File: config.mk
export PLATFORM = sky130hd
export DESIGN_NAME = ebsp_top
export DESIGN_NICKNAME = d
export VERILOG_FILES = /design/src/ebsp_pkg.sv /design/src/ebsp_top.sv
export SDC_FILE = /design/constraint.sdc
export NUM_CORES = 1
export LEC_CHECK = 0
export BUFFER_PORTS_ARGS = -buffer_cell sky130_fd_sc_hd__buf_2
export CAP_MARGIN = 0
export CORE_MARGIN = 2
export CORE_UTILIZATION = 25
export CTS_CLUSTER_DIAMETER = 120
export DETAILED_ROUTE_END_ITERATION = 12
export GPL_ROUTABILITY_DRIVEN = 0
export PLACE_DENSITY = 0.49
export RECOVER_POWER = 25
export SETUP_SLACK_MARGIN = 0.05
export SYNTH_ARGS = -nofsm -noshare
export SYNTH_HDL_FRONTEND = slang
export SYNTH_SLANG_ARGS = --single-unit
File: constraint.sdc
create_clock -name clk_i -period 3.6 [get_ports clk_i]
set_input_delay 0 -clock clk_i [delete_from_list [all_inputs] [get_ports clk_i]]
set_output_delay 0 -clock clk_i [all_outputs]
set_load 0.02 [all_outputs]
File: src/ebsp_pkg.sv
// shared constants and types of the external bus stretch and port A block
package ebsp_pkg;

    ////////////////////////////////////////////////////////////////////////
    // register indexes: byte address on the register bus is index times four
    localparam logic [7:0] IDX_PORT_A_PINS = 8'h00;
    localparam logic [7:0] IDX_PORT_A_DIR  = 8'h02;
    localparam logic [7:0] IDX_MISC        = 8'h13;
    localparam logic [7:0] IDX_CFG         = 8'h30;
    localparam logic [7:0] IDX_STAT        = 8'h31;

    // misc_mapping_control fields
    localparam int MISC_MAPROM    = 7;
    localparam int MISC_NARROW_RF = 6;
    localparam int MISC_RF_LSB    = 4;
    localparam int MISC_EX_LSB    = 2;
    localparam int MISC_FLASH_S   = 1;
    localparam int MISC_FLASH_L   = 0;

    // configuration and status fields
    localparam int CFG_MODE_LSB   = 0;
    localparam int CFG_EMU_E      = 2;
    localparam int CFG_BASE_LSB   = 8;
    localparam int STAT_BUSY      = 0;
    localparam int STAT_LEFT_LSB  = 1;
    localparam int STAT_MODE_LSB  = 3;
    localparam int STAT_PART      = 5;

    // reset values
    localparam logic [7:0] PORT_A_RST = 8'h00;
    localparam logic [7:0] DIR_RST    = 8'h00;
    localparam logic [7:0] MISC_RST   = 8'h0F;

    ////////////////////////////////////////////////////////////////////////
    // address map inside the 2K block chosen by the register base, then the flash array bounds
    localparam logic [1:0]  WIN_REG     = 2'h0;   // addr[10:9]: registers
    localparam logic [1:0]  WIN_RF      = 2'h1;   // addr[10:9]: following
    localparam logic [4:0]  REMOVED_TOP = 5'h00;  // addr[8:4]: first 16
    localparam logic [6:0]  PORT_AB_TOP = 7'h00;  // addr[8:2]: ports A, B
    localparam logic [7:0]  PORT_E_TOP  = 8'h04;  // addr[8:1]: port E pair
    localparam logic [15:0] FLASH_S_LO  = 16'h1000;
    localparam logic [15:0] FLASH_S_HI  = 16'h7FFF;
    localparam logic [15:0] FLASH_L_LO  = 16'h8000;

    ////////////////////////////////////////////////////////////////////////
    typedef enum logic [1:0] {
        MODE_SINGLE, MODE_EXP_NARROW, MODE_EXP_WIDE, MODE_PERIPH
    } ebsp_mode_t;

    typedef enum logic [2:0] {
        TGT_NONE, TGT_REG, TGT_RAM, TGT_FLASH_S, TGT_FLASH_L,
        TGT_RF, TGT_EXT, TGT_UNMAPPED
    } ebsp_tgt_t;

    typedef enum logic [1:0] {ST_IDLE, ST_WAIT, ST_ADDR, ST_DATA} ebsp_state_t;

    typedef struct packed {
        logic [15:0] addr;
        logic [15:0] wdata;
        logic        write;
        logic        word;
        logic        ram_hit;
    } ebsp_req_t;

    typedef struct packed {
        logic [15:0] rdata;
        ebsp_tgt_t   target;
    } ebsp_rsp_t;

    typedef struct packed {
        logic [7:0]  pa_out;
        logic [7:0]  pa_oe;
        logic [7:0]  lo_out;
        logic [7:0]  lo_oe;
        logic        rw;
        logic        low_byte_strobe_n_n;
        logic [15:0] addr;
    } ebsp_bus_t;

endpackage

File: src/ebsp_top.sv
// external bus control: stretch, access type strobes, port A multiplexing
// How it works
// following window stretched by its two-bit field
// following stretch ignores the narrow window bit
// external space stretched by its two-bit field
// no stretch in single-chip or peripheral mode
// flash enable bits map or unmap each array
// 16-bit inside, 8 or 16 outside, strobe sizes
// narrow window lets 8-bit parts share wide bus
// strobe and A0 both high only for RAM
// misaligned word: accessed byte on low half
// byte accesses coded by strobe, A0, read/write
// word accesses coded by strobe, A0, read/write
// peripheral mode removes the first sixteen registers
// expanded modes send port A/B registers outside
// emulate bit sends port E registers outside
// port A carries high address, high data, narrow data
// single-chip port A is general I/O, always accessible
// direction bit 0 input, 1 output
// following window after register block, moves with it
// narrow window uses port A only, 8-bit data
// address, strobe, read/write held through stretch
module ebsp_top
    import ebsp_pkg::*;
(
    input  wire logic        clk_i,                 // system clock
    input  wire logic        rst_i,                 // sync reset, high
    input  wire logic        psel_i,                // apb select
    input  wire logic        penable_i,             // apb enable
    input  wire logic        pwrite_i,              // apb write
    input  wire logic [7:0]  paddr_i,               // apb byte address
    input  wire logic [31:0] pwdata_i,              // apb write data
    output logic      [31:0] prdata_o,              // apb read data
    output logic             pready_o,              // apb ready
    output logic             pslverr_o,             // apb error
    input  wire logic        bus_e_clock_i,         // e clock from pin
    input  wire logic [7:0]  pa_in_i,               // port A pin levels
    input  wire logic [7:0]  lo_in_i,               // low lane pin levels
    input  wire logic        req_valid_i,           // core access request
    input  wire ebsp_req_t   req_i,                 // core access details
    output logic             req_ready_o,           // engine idle
    output logic             rsp_valid_o,           // access done pulse
    output ebsp_rsp_t        rsp_o,                 // read data, target
    output ebsp_bus_t        bus_o,                 // bus pin drive
    output logic             flash_small_enable_o,  // small array mapped
    output logic             flash_large_enable_o   // large array mapped
);

    ////////////////////////////////////////////////////////////////////////
    // module state
    typedef struct packed {
        logic        e_s1;
        logic        e_s2;
        logic        e_s3;
        logic        e_v;
        logic [7:0]  pa_s1;
        logic [7:0]  pa_s2;
        logic [7:0]  pa_s3;
        logic [7:0]  pa_v;
        logic [7:0]  lo_s1;
        logic [7:0]  lo_s2;
        logic [7:0]  lo_s3;
        logic [7:0]  lo_v;
        logic [7:0]  port_a_pins;
        logic [7:0]  port_a_direction;
        logic [7:0]  misc;
        ebsp_mode_t  mode;
        logic        emu_e;
        logic [4:0]  reg_base;
        ebsp_state_t st;
        ebsp_req_t   cur;
        ebsp_tgt_t   tgt;
        logic        narrow;
        logic        split;
        logic        part;
        logic [1:0]  str_set;
        logic [1:0]  str_left;
        logic [2:0]  falls;
        logic [15:0] rdata;
        logic        rsp_valid;
        ebsp_bus_t   bus;
    } ebsp_st_t;

    localparam int BUS_MAX = 200;

    ebsp_st_t    q;
    ebsp_st_t    d;
    logic        e_rise;
    logic        e_fall;
    logic        expanded;
    logic        apb_wr;
    logic [7:0]  widx;
    logic        hit_pa;
    logic        hit_dir;
    logic        hit_misc;
    logic        hit_cfg;
    logic        hit_stat;
    logic        apb_err;
    logic        in_reg;
    logic        in_rf;
    logic        ports_out;
    ebsp_tgt_t   tgt;
    logic        narrow;
    logic        split;
    logic        busc;
    logic [1:0]  str;
    logic [15:0] ca_q;
    logic [15:0] ca_d;
    logic        cword_d;
    logic [7:0]  bval;
    logic [7:0]  rbyte;

    ////////////////////////////////////////////////////////////////////////
    // address of the current byte or word cycle
    function automatic logic [15:0] cyc_addr(input ebsp_st_t s);
        cyc_addr = s.part ? s.cur.addr + 16'h0001 : s.cur.addr;
    endfunction

    ////////////////////////////////////////////////////////////////////////
    // register bus decode
    assign widx     = {2'b00, paddr_i[7:2]};
    assign apb_wr   = psel_i & penable_i & pwrite_i & ~apb_err;
    assign hit_pa   = (paddr_i[1:0] == 2'b00) && (widx == IDX_PORT_A_PINS);
    assign hit_dir  = (paddr_i[1:0] == 2'b00) && (widx == IDX_PORT_A_DIR);
    assign hit_misc = (paddr_i[1:0] == 2'b00) && (widx == IDX_MISC);
    assign hit_cfg  = (paddr_i[1:0] == 2'b00) && (widx == IDX_CFG);
    assign hit_stat = (paddr_i[1:0] == 2'b00) && (widx == IDX_STAT);
    assign pready_o = 1'b1;
    assign pslverr_o = psel_i & penable_i & apb_err;

    // port A registers leave the map outside single-chip mode
    always_comb
    begin
        apb_err = 1'b0;
        if ((hit_pa || hit_dir) && q.mode != MODE_SINGLE)
            apb_err = 1'b1;
        else if (!(hit_pa || hit_dir || hit_misc || hit_cfg || hit_stat))
            apb_err = 1'b1;
    end

    // read mux; port A reads pin level on inputs, latch on outputs
    always_comb
    begin
        prdata_o = 32'h0000_0000;
        if (apb_err)
            prdata_o = 32'h0000_0000;
        else if (hit_pa)
            prdata_o[7:0] = (q.port_a_direction & q.port_a_pins) | (~q.port_a_direction & q.pa_v);
        else if (hit_dir)
            prdata_o[7:0] = q.port_a_direction;
        else if (hit_misc)
            prdata_o[7:0] = q.misc;
        else if (hit_cfg)
        begin
            prdata_o[CFG_MODE_LSB +: 2] = q.mode;
            prdata_o[CFG_EMU_E]         = q.emu_e;
            prdata_o[CFG_BASE_LSB +: 5] = q.reg_base;
        end
        else
        begin
            prdata_o[STAT_BUSY]          = (q.st != ST_IDLE);
            prdata_o[STAT_LEFT_LSB +: 2] = q.str_left;
            prdata_o[STAT_MODE_LSB +: 2] = q.mode;
            prdata_o[STAT_PART]          = q.part;
        end
    end

    ////////////////////////////////////////////////////////////////////////
    // e clock edges once the second and third stages agree
    assign e_rise = (q.e_s2 == q.e_s3) && q.e_s2 && !q.e_v;
    assign e_fall = (q.e_s2 == q.e_s3) && !q.e_s2 && q.e_v;
    assign expanded = (q.mode == MODE_EXP_NARROW) || (q.mode == MODE_EXP_WIDE);

    // target decode of a core request
    always_comb
    begin
        in_reg = (req_i.addr[15:11] == q.reg_base)
                 && (req_i.addr[10:9] == WIN_REG);
        in_rf  = (req_i.addr[15:11] == q.reg_base)
                 && (req_i.addr[10:9] == WIN_RF);
        ports_out = expanded && ((req_i.addr[8:2] == PORT_AB_TOP)
                    || (q.emu_e && req_i.addr[8:1] == PORT_E_TOP));
        if (in_reg && q.mode == MODE_PERIPH
            && req_i.addr[8:4] == REMOVED_TOP)
            tgt = TGT_UNMAPPED;
        else if (in_reg && ports_out)
            tgt = TGT_EXT;
        else if (in_reg)
            tgt = TGT_REG;
        else if (req_i.ram_hit)
            tgt = TGT_RAM;
        else if (q.misc[MISC_FLASH_S] && req_i.addr >= FLASH_S_LO
                 && req_i.addr <= FLASH_S_HI)
            tgt = TGT_FLASH_S;
        else if (q.misc[MISC_FLASH_L] && req_i.addr >= FLASH_L_LO)
            tgt = TGT_FLASH_L;
        else if (expanded && in_rf)
            tgt = TGT_RF;
        else if (expanded)
            tgt = TGT_EXT;
        else
            tgt = TGT_NONE;
        // narrow window only has meaning on the wide bus
        narrow = (q.mode == MODE_EXP_NARROW) || (q.mode == MODE_EXP_WIDE
                 && tgt == TGT_RF && q.misc[MISC_NARROW_RF]);
        // words outside RAM go out as two byte cycles when narrow or odd
        split  = req_i.word && !req_i.ram_hit
                 && (narrow || req_i.addr[0]);
        busc   = expanded && (tgt == TGT_RF || tgt == TGT_EXT
                 || tgt == TGT_RAM);
        if (!expanded)
            str = 2'd0;
        else if (tgt == TGT_RF)
            str = q.misc[MISC_RF_LSB +: 2];
        else if (tgt == TGT_EXT)
            str = q.misc[MISC_EX_LSB +: 2];
        else
            str = 2'd0;
    end

    ////////////////////////////////////////////////////////////////////////
    // next state
    always_comb
    begin
        d = q;
        d.rsp_valid = 1'b0;
        // three-stage pin synchronisers
        d.e_s1  = bus_e_clock_i;
        d.e_s2  = q.e_s1;
        d.e_s3  = q.e_s2;
        d.pa_s1 = pa_in_i;
        d.pa_s2 = q.pa_s1;
        d.pa_s3 = q.pa_s2;
        d.lo_s1 = lo_in_i;
        d.lo_s2 = q.lo_s1;
        d.lo_s3 = q.lo_s2;
        if (q.e_s2 == q.e_s3)
            d.e_v = q.e_s2;
        if (q.pa_s2 == q.pa_s3)
            d.pa_v = q.pa_s2;
        if (q.lo_s2 == q.lo_s3)
            d.lo_v = q.lo_s2;

        // register writes
        if (apb_wr)
        begin
            if (hit_pa)
                d.port_a_pins = pwdata_i[7:0];
            else if (hit_dir)
                d.port_a_direction = pwdata_i[7:0];
            else if (hit_misc)
                d.misc = pwdata_i[7:0];
            else if (hit_cfg)
            begin
                d.mode     = ebsp_mode_t'(pwdata_i[CFG_MODE_LSB +: 2]);
                d.emu_e    = pwdata_i[CFG_EMU_E];
                d.reg_base = pwdata_i[CFG_BASE_LSB +: 5];
            end
        end

        // bus cycle engine, paced by the sampled e clock
        ca_q = cyc_addr(q);
        rbyte = (q.narrow || !ca_q[0]) ? q.pa_v : q.lo_v;
        case (q.st)
            ST_IDLE:
                if (req_valid_i)
                begin
                    d.cur      = req_i;
                    d.tgt      = tgt;
                    d.narrow   = narrow;
                    d.split    = split;
                    d.part     = 1'b0;
                    d.str_set  = str;
                    d.str_left = str;
                    d.falls    = 3'd0;
                    d.rdata    = 16'h0000;
                    if (busc)
                        d.st = ST_WAIT;
                    else
                        d.rsp_valid = 1'b1;
                end
            ST_WAIT:
                if (e_fall)
                    d.st = ST_ADDR;
            ST_ADDR:
                if (e_rise)
                    d.st = ST_DATA;
            ST_DATA:
                if (e_fall)
                begin
                    d.falls = q.falls + 3'd1;
                    if (q.str_left != 2'd0)
                        d.str_left = q.str_left - 2'd1;
                    else
                    begin
                        if (q.split)
                        begin
                            if (q.part)
                                d.rdata[7:0] = rbyte;
                            else
                                d.rdata[15:8] = rbyte;
                        end
                        else if (q.cur.word && ca_q[0])
                            d.rdata = {q.lo_v, q.pa_v};
                        else if (q.cur.word)
                            d.rdata = {q.pa_v, q.lo_v};
                        else
                            d.rdata = {8'h00, rbyte};
                        if (q.split && !q.part)
                        begin
                            d.part     = 1'b1;
                            d.str_left = q.str_set;
                            d.falls    = 3'd0;
                            d.st       = ST_ADDR;
                        end
                        else
                        begin
                            d.st        = ST_IDLE;
                            d.rsp_valid = 1'b1;
                        end
                    end
                end
            default:
                d.st = ST_IDLE;
        endcase

        // pin drive, registered alongside the state it belongs to
        ca_d    = cyc_addr(d);
        cword_d = d.cur.word && !d.split;
        bval    = (d.split && !d.part) ? d.cur.wdata[15:8] : d.cur.wdata[7:0];
        d.bus.pa_out  = d.port_a_pins;
        d.bus.pa_oe   = d.port_a_direction;
        d.bus.lo_out  = 8'h00;
        d.bus.lo_oe   = 8'h00;
        d.bus.rw      = 1'b1;
        d.bus.low_byte_strobe_n_n = 1'b1;
        d.bus.addr    = 16'h0000;
        if (d.mode != MODE_SINGLE)
        begin
            d.bus.pa_out = 8'h00;
            d.bus.pa_oe  = 8'h00;
        end
        if (d.mode != MODE_SINGLE && (d.st == ST_ADDR || d.st == ST_DATA))
        begin
            // strobe and A0 together code the size and alignment
            d.bus.low_byte_strobe_n_n = cword_d ? ca_d[0] : ~ca_d[0];
            d.bus.rw      = ~d.cur.write;
            d.bus.addr    = ca_d;
            d.bus.lo_out  = ca_d[7:0];
            d.bus.lo_oe   = 8'hFF;
            if (d.st == ST_ADDR)
            begin
                d.bus.pa_out = ca_d[15:8];
                d.bus.pa_oe  = 8'hFF;
            end
            else if (d.narrow)
            begin
                d.bus.pa_out = bval;
                d.bus.pa_oe  = {8{d.cur.write}};
            end
            else if (cword_d && ca_d[0])
            begin
                d.bus.pa_out = d.cur.wdata[7:0];
                d.bus.lo_out = d.cur.wdata[15:8];
                d.bus.pa_oe  = {8{d.cur.write}};
                d.bus.lo_oe  = {8{d.cur.write}};
            end
            else if (cword_d)
            begin
                d.bus.pa_out = d.cur.wdata[15:8];
                d.bus.lo_out = d.cur.wdata[7:0];
                d.bus.pa_oe  = {8{d.cur.write}};
                d.bus.lo_oe  = {8{d.cur.write}};
            end
            else if (ca_d[0])
            begin
                d.bus.lo_out = bval;
                d.bus.lo_oe  = {8{d.cur.write}};
            end
            else
            begin
                d.bus.pa_out = bval;
                d.bus.pa_oe  = {8{d.cur.write}};
                d.bus.lo_oe  = 8'h00;
            end
        end

        // synchronous reset
        if (rst_i)
        begin
            d         = '0;
            d.port_a_pins   = PORT_A_RST;
            d.port_a_direction    = DIR_RST;
            d.misc    = MISC_RST;
            d.bus.rw  = 1'b1;
            d.bus.low_byte_strobe_n_n = 1'b1;
        end
    end

    always_ff @(posedge clk_i)
    begin
        q <= d;
    end

    ////////////////////////////////////////////////////////////////////////
    // outputs
    assign req_ready_o          = (q.st == ST_IDLE);
    assign rsp_valid_o          = q.rsp_valid;
    assign rsp_o                = '{rdata: q.rdata, target: q.tgt};
    assign bus_o                = q.bus;
    assign flash_small_enable_o = q.misc[MISC_FLASH_S];
    assign flash_large_enable_o = q.misc[MISC_FLASH_L];
endmodule

# Word-level counts from Yosys, hierarchy flattened
# Cells that the tools add are included.
# W data, S select, Z words.
# totals
ff_bits,217
input_bits,98
wordCells,233
# classes
n_addsub,4
order_cmp,3
n_eq_ne,27
mux,73
bitwise_logic,15
n_reduce_logical,70
# op_table
operator,count
$mux W16,11
$mux W8,13
$mux W32,3
$mux W67,1
$mux W50,1
$pmux W22 S2,1
$mux W40,1
$logic_and A1 B1 Y1,32
$mux W3,10
$mux W5,5
$mux W24,1
$mux W2,11
$mux W22,1
$mux W20,1
$add A16 B1 Y16 const B,1
$and A8 B8 Y8,2
$eq A8 B8 Y1,2
$ge A16 B13 Y1 const B,1
$ge A16 B16 Y1 const B,1
$le A16 B15 Y1 const B,1
$reduce_and A5 Y1,3
$mux W13,1
$eq A2 B2 Y1 const B,6
$eq A6 B6 Y1 const B,2
other kinds (32),80

# Logic depth before layout (Yosys ltp)
# Gate-level depths: netlist of run 1.
# logic_depth
ltp_word,27
ltp_mapped,18
mapped_depth_nobuf,16

# Least setup slack after synthesis of run 1
# OpenSTA, ideal clock, no wires.
# synth_path
kind,register to register
startpoint,register q[123] (netlist name)
endpoint,register q (netlist bit bus_o[46])
setup_ps,119
arrival_time_ps,3381
slack_ps,100
stages_incl_launch_ff,18
cell_sequence,dfxtp_1 -> inv_1 -> ha_1 -> a21bo_2 -> nor4_2 -> and4_1 -> o21a_1 -> a21o_2 -> inv_2 -> buf_4 -> ha_1 -> inv_1 -> clkbuf_1 -> o21ai_0 -> a211oi_1 -> nand4_1 -> o22ai_1 -> a21oi_1
# synth_via
elab_chain_len,26
word_cells_on_any_way,59
classes_between,8 x eq/ne; 26 x mux; 2 x bitwise; 23 x reduce/logical
# synth_lines
element,line_no,source
start: declaration,ebsp_top.sv:86,ebsp_st_t q;
start signal: assignment,ebsp_top.sv:402,q <= d;
$eq A2 B1 Y1 / $eq A2 B2 Y1 (equally long branches),"ebsp_top.sv:172, ebsp_top.sv:204",
$logic_or A1 B1 Y1,ebsp_top.sv:172,assign expanded = (q.mode == MODE_EXP_NARROW) || (q.mode == MODE_EXP_WIDE);
$mux W3 / $logic_and A1 B1 Y1 (equally long branches),"ebsp_top.sv:199, ebsp_top.sv:197",
$mux W3,ebsp_top.sv:197,else if (expanded && in_rf)
$mux W3,ebsp_top.sv:195,else if (q.misc[MISC_FLASH_L] && req_i.addr >= FLASH_L_LO)
$mux W3,ebsp_top.sv:192,else if (q.misc[MISC_FLASH_S] && req_i.addr >= FLASH_S_LO
$mux W3,ebsp_top.sv:190,else if (req_i.ram_hit)
$mux W3,ebsp_top.sv:188,else if (in_reg)
(+10 left out),-,
$logic_and A1 B1 Y1,ebsp_top.sv:330,bval = (d.split && !d.part) ? d.cur.wdata[15:8] : d.cur.wdata[7:0];
$mux W8,ebsp_top.sv:330,
$mux W16,ebsp_top.sv:375,else if (ca_d[0])
$mux W32,ebsp_top.sv:368,else if (cword_d)
$mux W32,ebsp_top.sv:361,else if (cword_d && ca_d[0])
$mux W16,ebsp_top.sv:356,else if (d.narrow)
$mux W16,ebsp_top.sv:351,if (d.st == ST_ADDR)
$mux W50 (*),ebsp_top.sv:343,if (d.mode != MODE_SINGLE && (d.st == ST_ADDR || d.st == ST_DATA))
# Mark *: on every way between the ends. The rest lies on a longest branch, timed or not. The select of a mux whose other input is x is not followed.
# A chain may end at the register's enable or synchronous reset.

# Worst setup path in the final report of run 1
# layout_path
startpoint,register q[123] (netlist name)
endpoint,register q (netlist bit bus_o[42])
# The elaborated chain is that of the path after synthesis.

==> flow_metrics.tcl, run 1 <==
set metrics [dict create \
    worstSkewPairLatency_ps 550 \
    regArea_mm2 0.00413 \
    synth-seq-area-share_pct 40.1 \
    fp.dieW_um 207 \
    place_area_mm2 0.0112 \
    yosysUniqueCellTypes 81 \
    final_core_util_pct 31.3 \
    cp.required_ps 4030 \
    maxCapViolations 0 \
    min_period_ps 3320 \
    yosys.area.top_type_share_pct 40.1 \
    grt_setup_unrepaired "no" \
    coreArea_mm2 0.0407 \
    critical_path.endpoint_type "flop" \
    finalHoldViolCount 0 \
    grtUsageTotal_pct 15.0 \
    worstPathArrival_ps 3750 \
    routed_wl_um 33000 \
    nNetsFinal 1462 \
    grt_pass1_wl_um 49200 \
    setup_violations 0 \
    dr.pass1.iters 7 \
    worstHoldPathType "in -> reg" \
    pwr-share-seq_pct 39.5 \
    cts.clk_slew.worst_paths_ps 60 \
    cpPeakStageDelay_ps 370 \
    wl_per_cell_um 17.3 \
    final_cell_mix "204 x dfxtp_1, 175 x nor2_1, 100 x mux2i_1" \
    clkPwrFrac_pct 46.4 \
    ios 205 \
    dpl.hpwl_um 24400 \
    cts_tree "done" \
    multi_input_area_mm2 0.00527 \
    p_per_area_mw_per_mm2 474 \
    cts_made_buffers 25 \
    start_kind "flop" \
    p_comb_share_pct 14.1 \
    crit_start "q[123]" \
    netlist_area_mm2 0.0103 \
    grt_overflow 0 \
    fp.dieH_um 207 \
    final_common_cell "dfxtp_1" \
    min_period_over_period_pct 92.2 \
    antenna_found_initial 3 \
    viasPerCell 4.65 \
    min_from "req_valid_i" \
    synthArstFlopShare_pct 0 \
    clock-root-buffer "clkbuf_16" \
    yosys_warnings 0 \
    ys_ff_latch 206 \
    syn_inst 1187 \
    drive_gt1_share_pct 15.6 \
    start_util_pct 25.2 \
    rows 74 \
    drv_slew 0 \
    cp_cell_sequence "inv_1 -> ha_1 -> a21o_1 -> o211a_1 -> and4_1 -> o21a_1 -> a21o_2 -> inv_2 -> ha_1 -> buf_4 -> nand2_1 -> nand2_1 -> o21ai_0 -> and4_1 -> a311o_1" \
    final_cell_area_mm2 0.0128 \
    finClkSkew_ps 10.0 \
    setup.worst_path.class "reg -> reg" \
    p_int_mw 4.44 \
    ir_drop_v 0.000321 \
    fin_ws_ps 282 \
    io_buffers 165 \
    synthFlopType "dfxtp_1" \
    avgSynthCellArea_um2 8.66 \
    dpl.cell_count 1791 \
    drt_iter0_markers 586 \
    p_leak_nw 5.32 \
    nFillCells 4381 \
    cp_slowest_cell "dfxtp_2" \
    first_global_vias 8277 \
    ctsLongestPathBuffers 3 \
    status "finished, final reports clean" \
    grt_max_degree 106 \
    cts_max_level 1 \
    dr_total_vias 8855 \
    ant_nets 0 \
    tightest_slew_ps 1100 \
    area_growth_pct 24.2 \
    worstPathMaxFanout 21 \
    yosys-top-cells-area "dfxtp_1 40%, mux2i_1 9.7%, buf_4 6.6%, nor2_1 6.4%, nor2b_1 4.1%" \
    pre_cts_ws_ps 202 \
    instances_no_fill 1903 \
    synth-edff-count 0 \
    fmax_mhz 301 \
    clock-sinks 206 \
    relSlewSlack_pct 26.6 \
    sw_frac_of_total_pct 26.7 \
    yosys.area.top_type "dfxtp_1" \
    finalSetupTns_ps 0 \
    r2r_start "q[123]" \
    p_sw_mw 1.62 \
    die-area_mm2 0.0427 \
    route.detailed.drc 0 \
]
power by group through the flow:
stage / combinational [mW] / clock [mW] / sequential, mW
floorplan: 0.537 / 0 / 2.43
global placement: 0.782 / 0 / 2.44
detailed placement: 0.785 / 0 / 2.44
CTS: 0.844 / 2.90 / 2.39
global route: 0.928 / 2.98 / 2.40
finish: 0.856 / 2.81 / 2.39
cells in the mapped netlist (all sizes together) (7+ instances only):
library cell,number
dfxtp,206
nor2,176
buf,108
mux2i,100
a21oi,71
nand2,68
nor2b,68
clkbuf,39
o21ai,37
nor3,26
xor2,25
inv,20
nand3,19
nor4,16
a21o,15
nand4,15
and2,14
xnor2,13
ha,12
nand2b,9
a211oi,8
o31ai,8
o211ai,7
or3b,7
metrics by stage:
step	hold WS [ps]	power, mW
4_1_cts	68.7	6.13
6_report	84.1	6.06
5_1_grt	64.4	6.31
2_1_floorplan	118	2.96
3_5_place_dp	213	3.23
3_3_place_gp	210	3.22
area by class of cell:
class                           instances  area share [%]
Antenna cell                            2          0.0392
Clock buffer                           28            5.14
Clock inverter                         16            2.06
Inverter                               20           0.617
Multi-Input combinational cell        832            41.3
Sequential cell                       206            32.3
Tap cell                              532            5.21
Timing Repair Buffer                  267            13.4
state kept, by name, indices dropped and copies added, names as in the netlist:
register,count
rsp_o,19
q,141
bus_o,43
rsp_valid_o,1
flash_large_enable_o,1
flash_small_enable_o,1
final timing paths:
kind                             endpoint  slack (ps)  cells past startpoint
worst max-delay path            bus_o[42]         280                     15
worst min-delay path               q[102]          80                      4
worst max register to register  bus_o[42]         280                     15
worst min register to register     q[200]         430                      1
metal layers:
| layer | up-vias | wire length [um] | track usage (%) |
|---|---|---|---|
| li1 | 4338 | - | - |
| met1 | 4168 | 15200 | 20.4 |
| met2 | 293 | 14700 | 24.0 |
| met3 | 52 | 2350 | 3.53 |
| met4 | 4 | 692 | 3.57 |
| met5 | - | 24 | 0 |
logic make-up after synthesis:
family,count (synthesis),synth area share (%)
compound gates,208,13.4
xor+xnor,38,3.24
fa+ha+maj,12,1.46
buf+inv,167,9.53
flops,206,40.1
mux,104,10.2
other cells,2,0.0731
simple gates,450,22.0
worst max-delay path, delay by kind of cell (launching register included):
family          cells  cell delay, ps
flops               1             370
buf+inv             3             430
compound gates      6            1170
fa+ha+maj           2             610
simple gates        4             610
repair_timing:
action                                 4_1_cts  5_1_grt
hold buffers                                65        0
resized for setup                            0        8
endpoints found under the hold margin      101        0
setup endpoints to repair                    0       11
setup buffers                                0        1
No activity file was read; power rests on OpenSTA's default activity.
==> inputs of run 2 (changes only) <==
--- a/config.mk
+++ b/config.mk
@@ -12,7 +12,7 @@
 export CTS_CLUSTER_DIAMETER = 120
 export DETAILED_ROUTE_END_ITERATION = 12
 export GPL_ROUTABILITY_DRIVEN = 0
-export PLACE_DENSITY = 0.49
+export PLACE_DENSITY = 0.48
 export RECOVER_POWER = 25
 export SETUP_SLACK_MARGIN = 0.05
 export SYNTH_ARGS = -nofsm -noshare
==> constraint.sdc (replaced) <==
create_clock -name clk_i -period 3.81 [get_ports clk_i]
set_input_delay 0 -clock clk_i [delete_from_list [all_inputs] [get_ports clk_i]]
set_output_delay 0 -clock clk_i [all_outputs]
set_load 0.02 [all_outputs]
==> run 2 against run 1 <==
Effect of this change: the run now ends with max-capacitance violations, max-slew violations left; non-clock buffer count is 1 lower; largest cell class unchanged; clock power is 11% lower; die area stayed put; critical endpoint is now bus_o[26]; critical path depth is 2 lower; routed wire length is 0.21% higher; combinational power is 7.6% lower.
==> flow_metrics.tcl, run 2 (same netlist as run 1, synthesis figures left out) <==
set metrics [dict create \
    p_per_area_mw_per_mm2 437 \
    ctsLongestPathBuffers 3 \
    start_kind "flop" \
    routed_wl_um 33100 \
    met3_usage_pct 2.67 \
    ant_nets 0 \
    nFillCells 4338 \
    antenna_found_initial 3 \
    start_util_pct 25.2 \
    area_growth_pct 23.6 \
    final_core_util_pct 31.2 \
    io_buffers 165 \
    finalHoldViolCount 0 \
    largest_register_ffs 141 \
    cp_slowest_cell "dfxtp_1" \
    rows 74 \
    p_total_mw 5.55 \
    grtUsageTotal_pct 15.1 \
    tightest_slew_ps 1830 \
    critical_path.endpoint_type "flop" \
    cts_tree "done" \
    cts_max_level 1 \
    p_leak_nw 5.38 \
    drt_iter0_markers 671 \
    min_period_ps 3520 \
    clock-root-buffer "clkbuf_16" \
    wl_per_cell_um 17.3 \
    viasPerCell 4.67 \
    grt_setup_unrepaired "yes" \
    worstHoldPathType "in -> reg" \
    final_cell_mix "206 x dfxtp_1, 175 x nor2_1, 118 x buf_2" \
    setup_violations 0 \
    dr_total_vias 8897 \
    worstPathArrival_ps 3960 \
    fp.dieW_um 207 \
    first_global_vias 8384 \
    busiest_layer "met2" \
    drv_slew 86 \
    worstPathMaxFanout 21 \
    final_common_cell "dfxtp_1" \
    relSlewSlack_pct -22.1 \
    fp.dieH_um 207 \
    maxCapViolations 1 \
    finalSetupTns_ps 0 \
    violations "max-capacitance violations, max-slew violations" \
    fmax_mhz 284 \
    regMostFlops "q" \
    grt_util_met1_pct 20.7 \
    die-area_mm2 0.0427 \
    grt_overflow 0 \
    worstSkewPairLatency_ps 540 \
    dpl.hpwl_um 24500 \
    use_met2_pct 24.6 \
    status "finished, violations left" \
    cts.clk_slew.worst_paths_ps 60 \
    finClkSkew_ps 9.68 \
    drive_gt1_share_pct 16.9 \
    cpPeakStageDelay_ps 440 \
    grt_max_degree 86 \
    clock-sinks 206 \
    cp_cell_sequence "inv_1 -> ha_1 -> a21bo_2 -> nor4_2 -> and4_1 -> o21a_1 -> a21o_2 -> inv_2 -> ha_1 -> buf_4 -> a31oi_1 -> o32ai_1 -> o21a_1" \
    cts_made_buffers 26 \
    coreArea_mm2 0.0407 \
    grt_pass1_wl_um 49700 \
    ios 205 \
    route.detailed.drc 0 \
    dr.pass1.iters 5 \
    cp.required_ps 4250 \
    setup.worst_path.class "reg -> reg" \
    min_period_over_period_pct 92.5 \
    ir_drop_v 0.000308 \
    nNetsFinal 1462 \
]
run 2: critical path, delay by kind of cell, from the launching register on:
family                   cells  cell delay (ps)
flip-flops                   1              440
buffers and inverters        3              390
AND/OR/NAND/NOR              2              450
AO/OA/AOI/OAI                6             1510
adder cells (fa/ha/maj)      2              610
run 2: path summary, 6_finish.rpt:
check | from | to | slack [ps] | depth (start not counted)
worst max-delay path | q[123] | bus_o[26] | 290 | 13
worst min-delay path | req_valid_i | q[99] | 20 | 4
worst max register to register | q[123] | bus_o[26] | 290 | 13
worst min register to register | q[178] | q[170] | 430 | 1
run 2: stage by stage:
stage | setup slack (ps) | area, um2 | hold slack [ps] | cells
after floorplan | 310 | 10300 | 118 | 1205
after global placement | 380 | 11200 | 211 | 1789
after detailed placement | 269 | 11200 | 212 | 1789
after CTS | 218 | 12700 | 1.18 | 1904
after global routing | 41.9 | 12700 | 69.3 | 1905
final | 287 | 12700 | 19.9 | 1907
run 2: where the power goes:
group,leakage [nW],switching [mW],internal (mW)
clock network,0.436,1.00,1.49
logic,3.27,0.485,0.306
registers,1.68,0.0424,2.22
run 2: routing by layer:
metal  wire (um)  part of all wire, %
met5          21                0.063
met3        2100                  6.3
met1       15200                   46
met2       15000                   45
met4         796                  2.4
run 2: layout make-up:
cell class	count	area [um2]	share of cell area (%)
tap	532	666	5.24
clock buffer	34	731	5.75
inverter	20	75.1	0.591
clock inverter	14	149	1.17
sequential	206	4120	32.5
multi-input combinational	832	5260	41.4
antenna	3	7.51	0.0591
timing repair buffer	266	1690	13.3
run 2: timing repair:
| action | in CTS | in global routing |
|---|---|---|
| gates resized for setup | 0 | 2 |
| setup buffers | 0 | 0 |
| hold buffers | 67 | 0 |
| endpoints found under the hold margin | 98 | 0 |
| endpoints found under the setup margin | 0 | 5 |
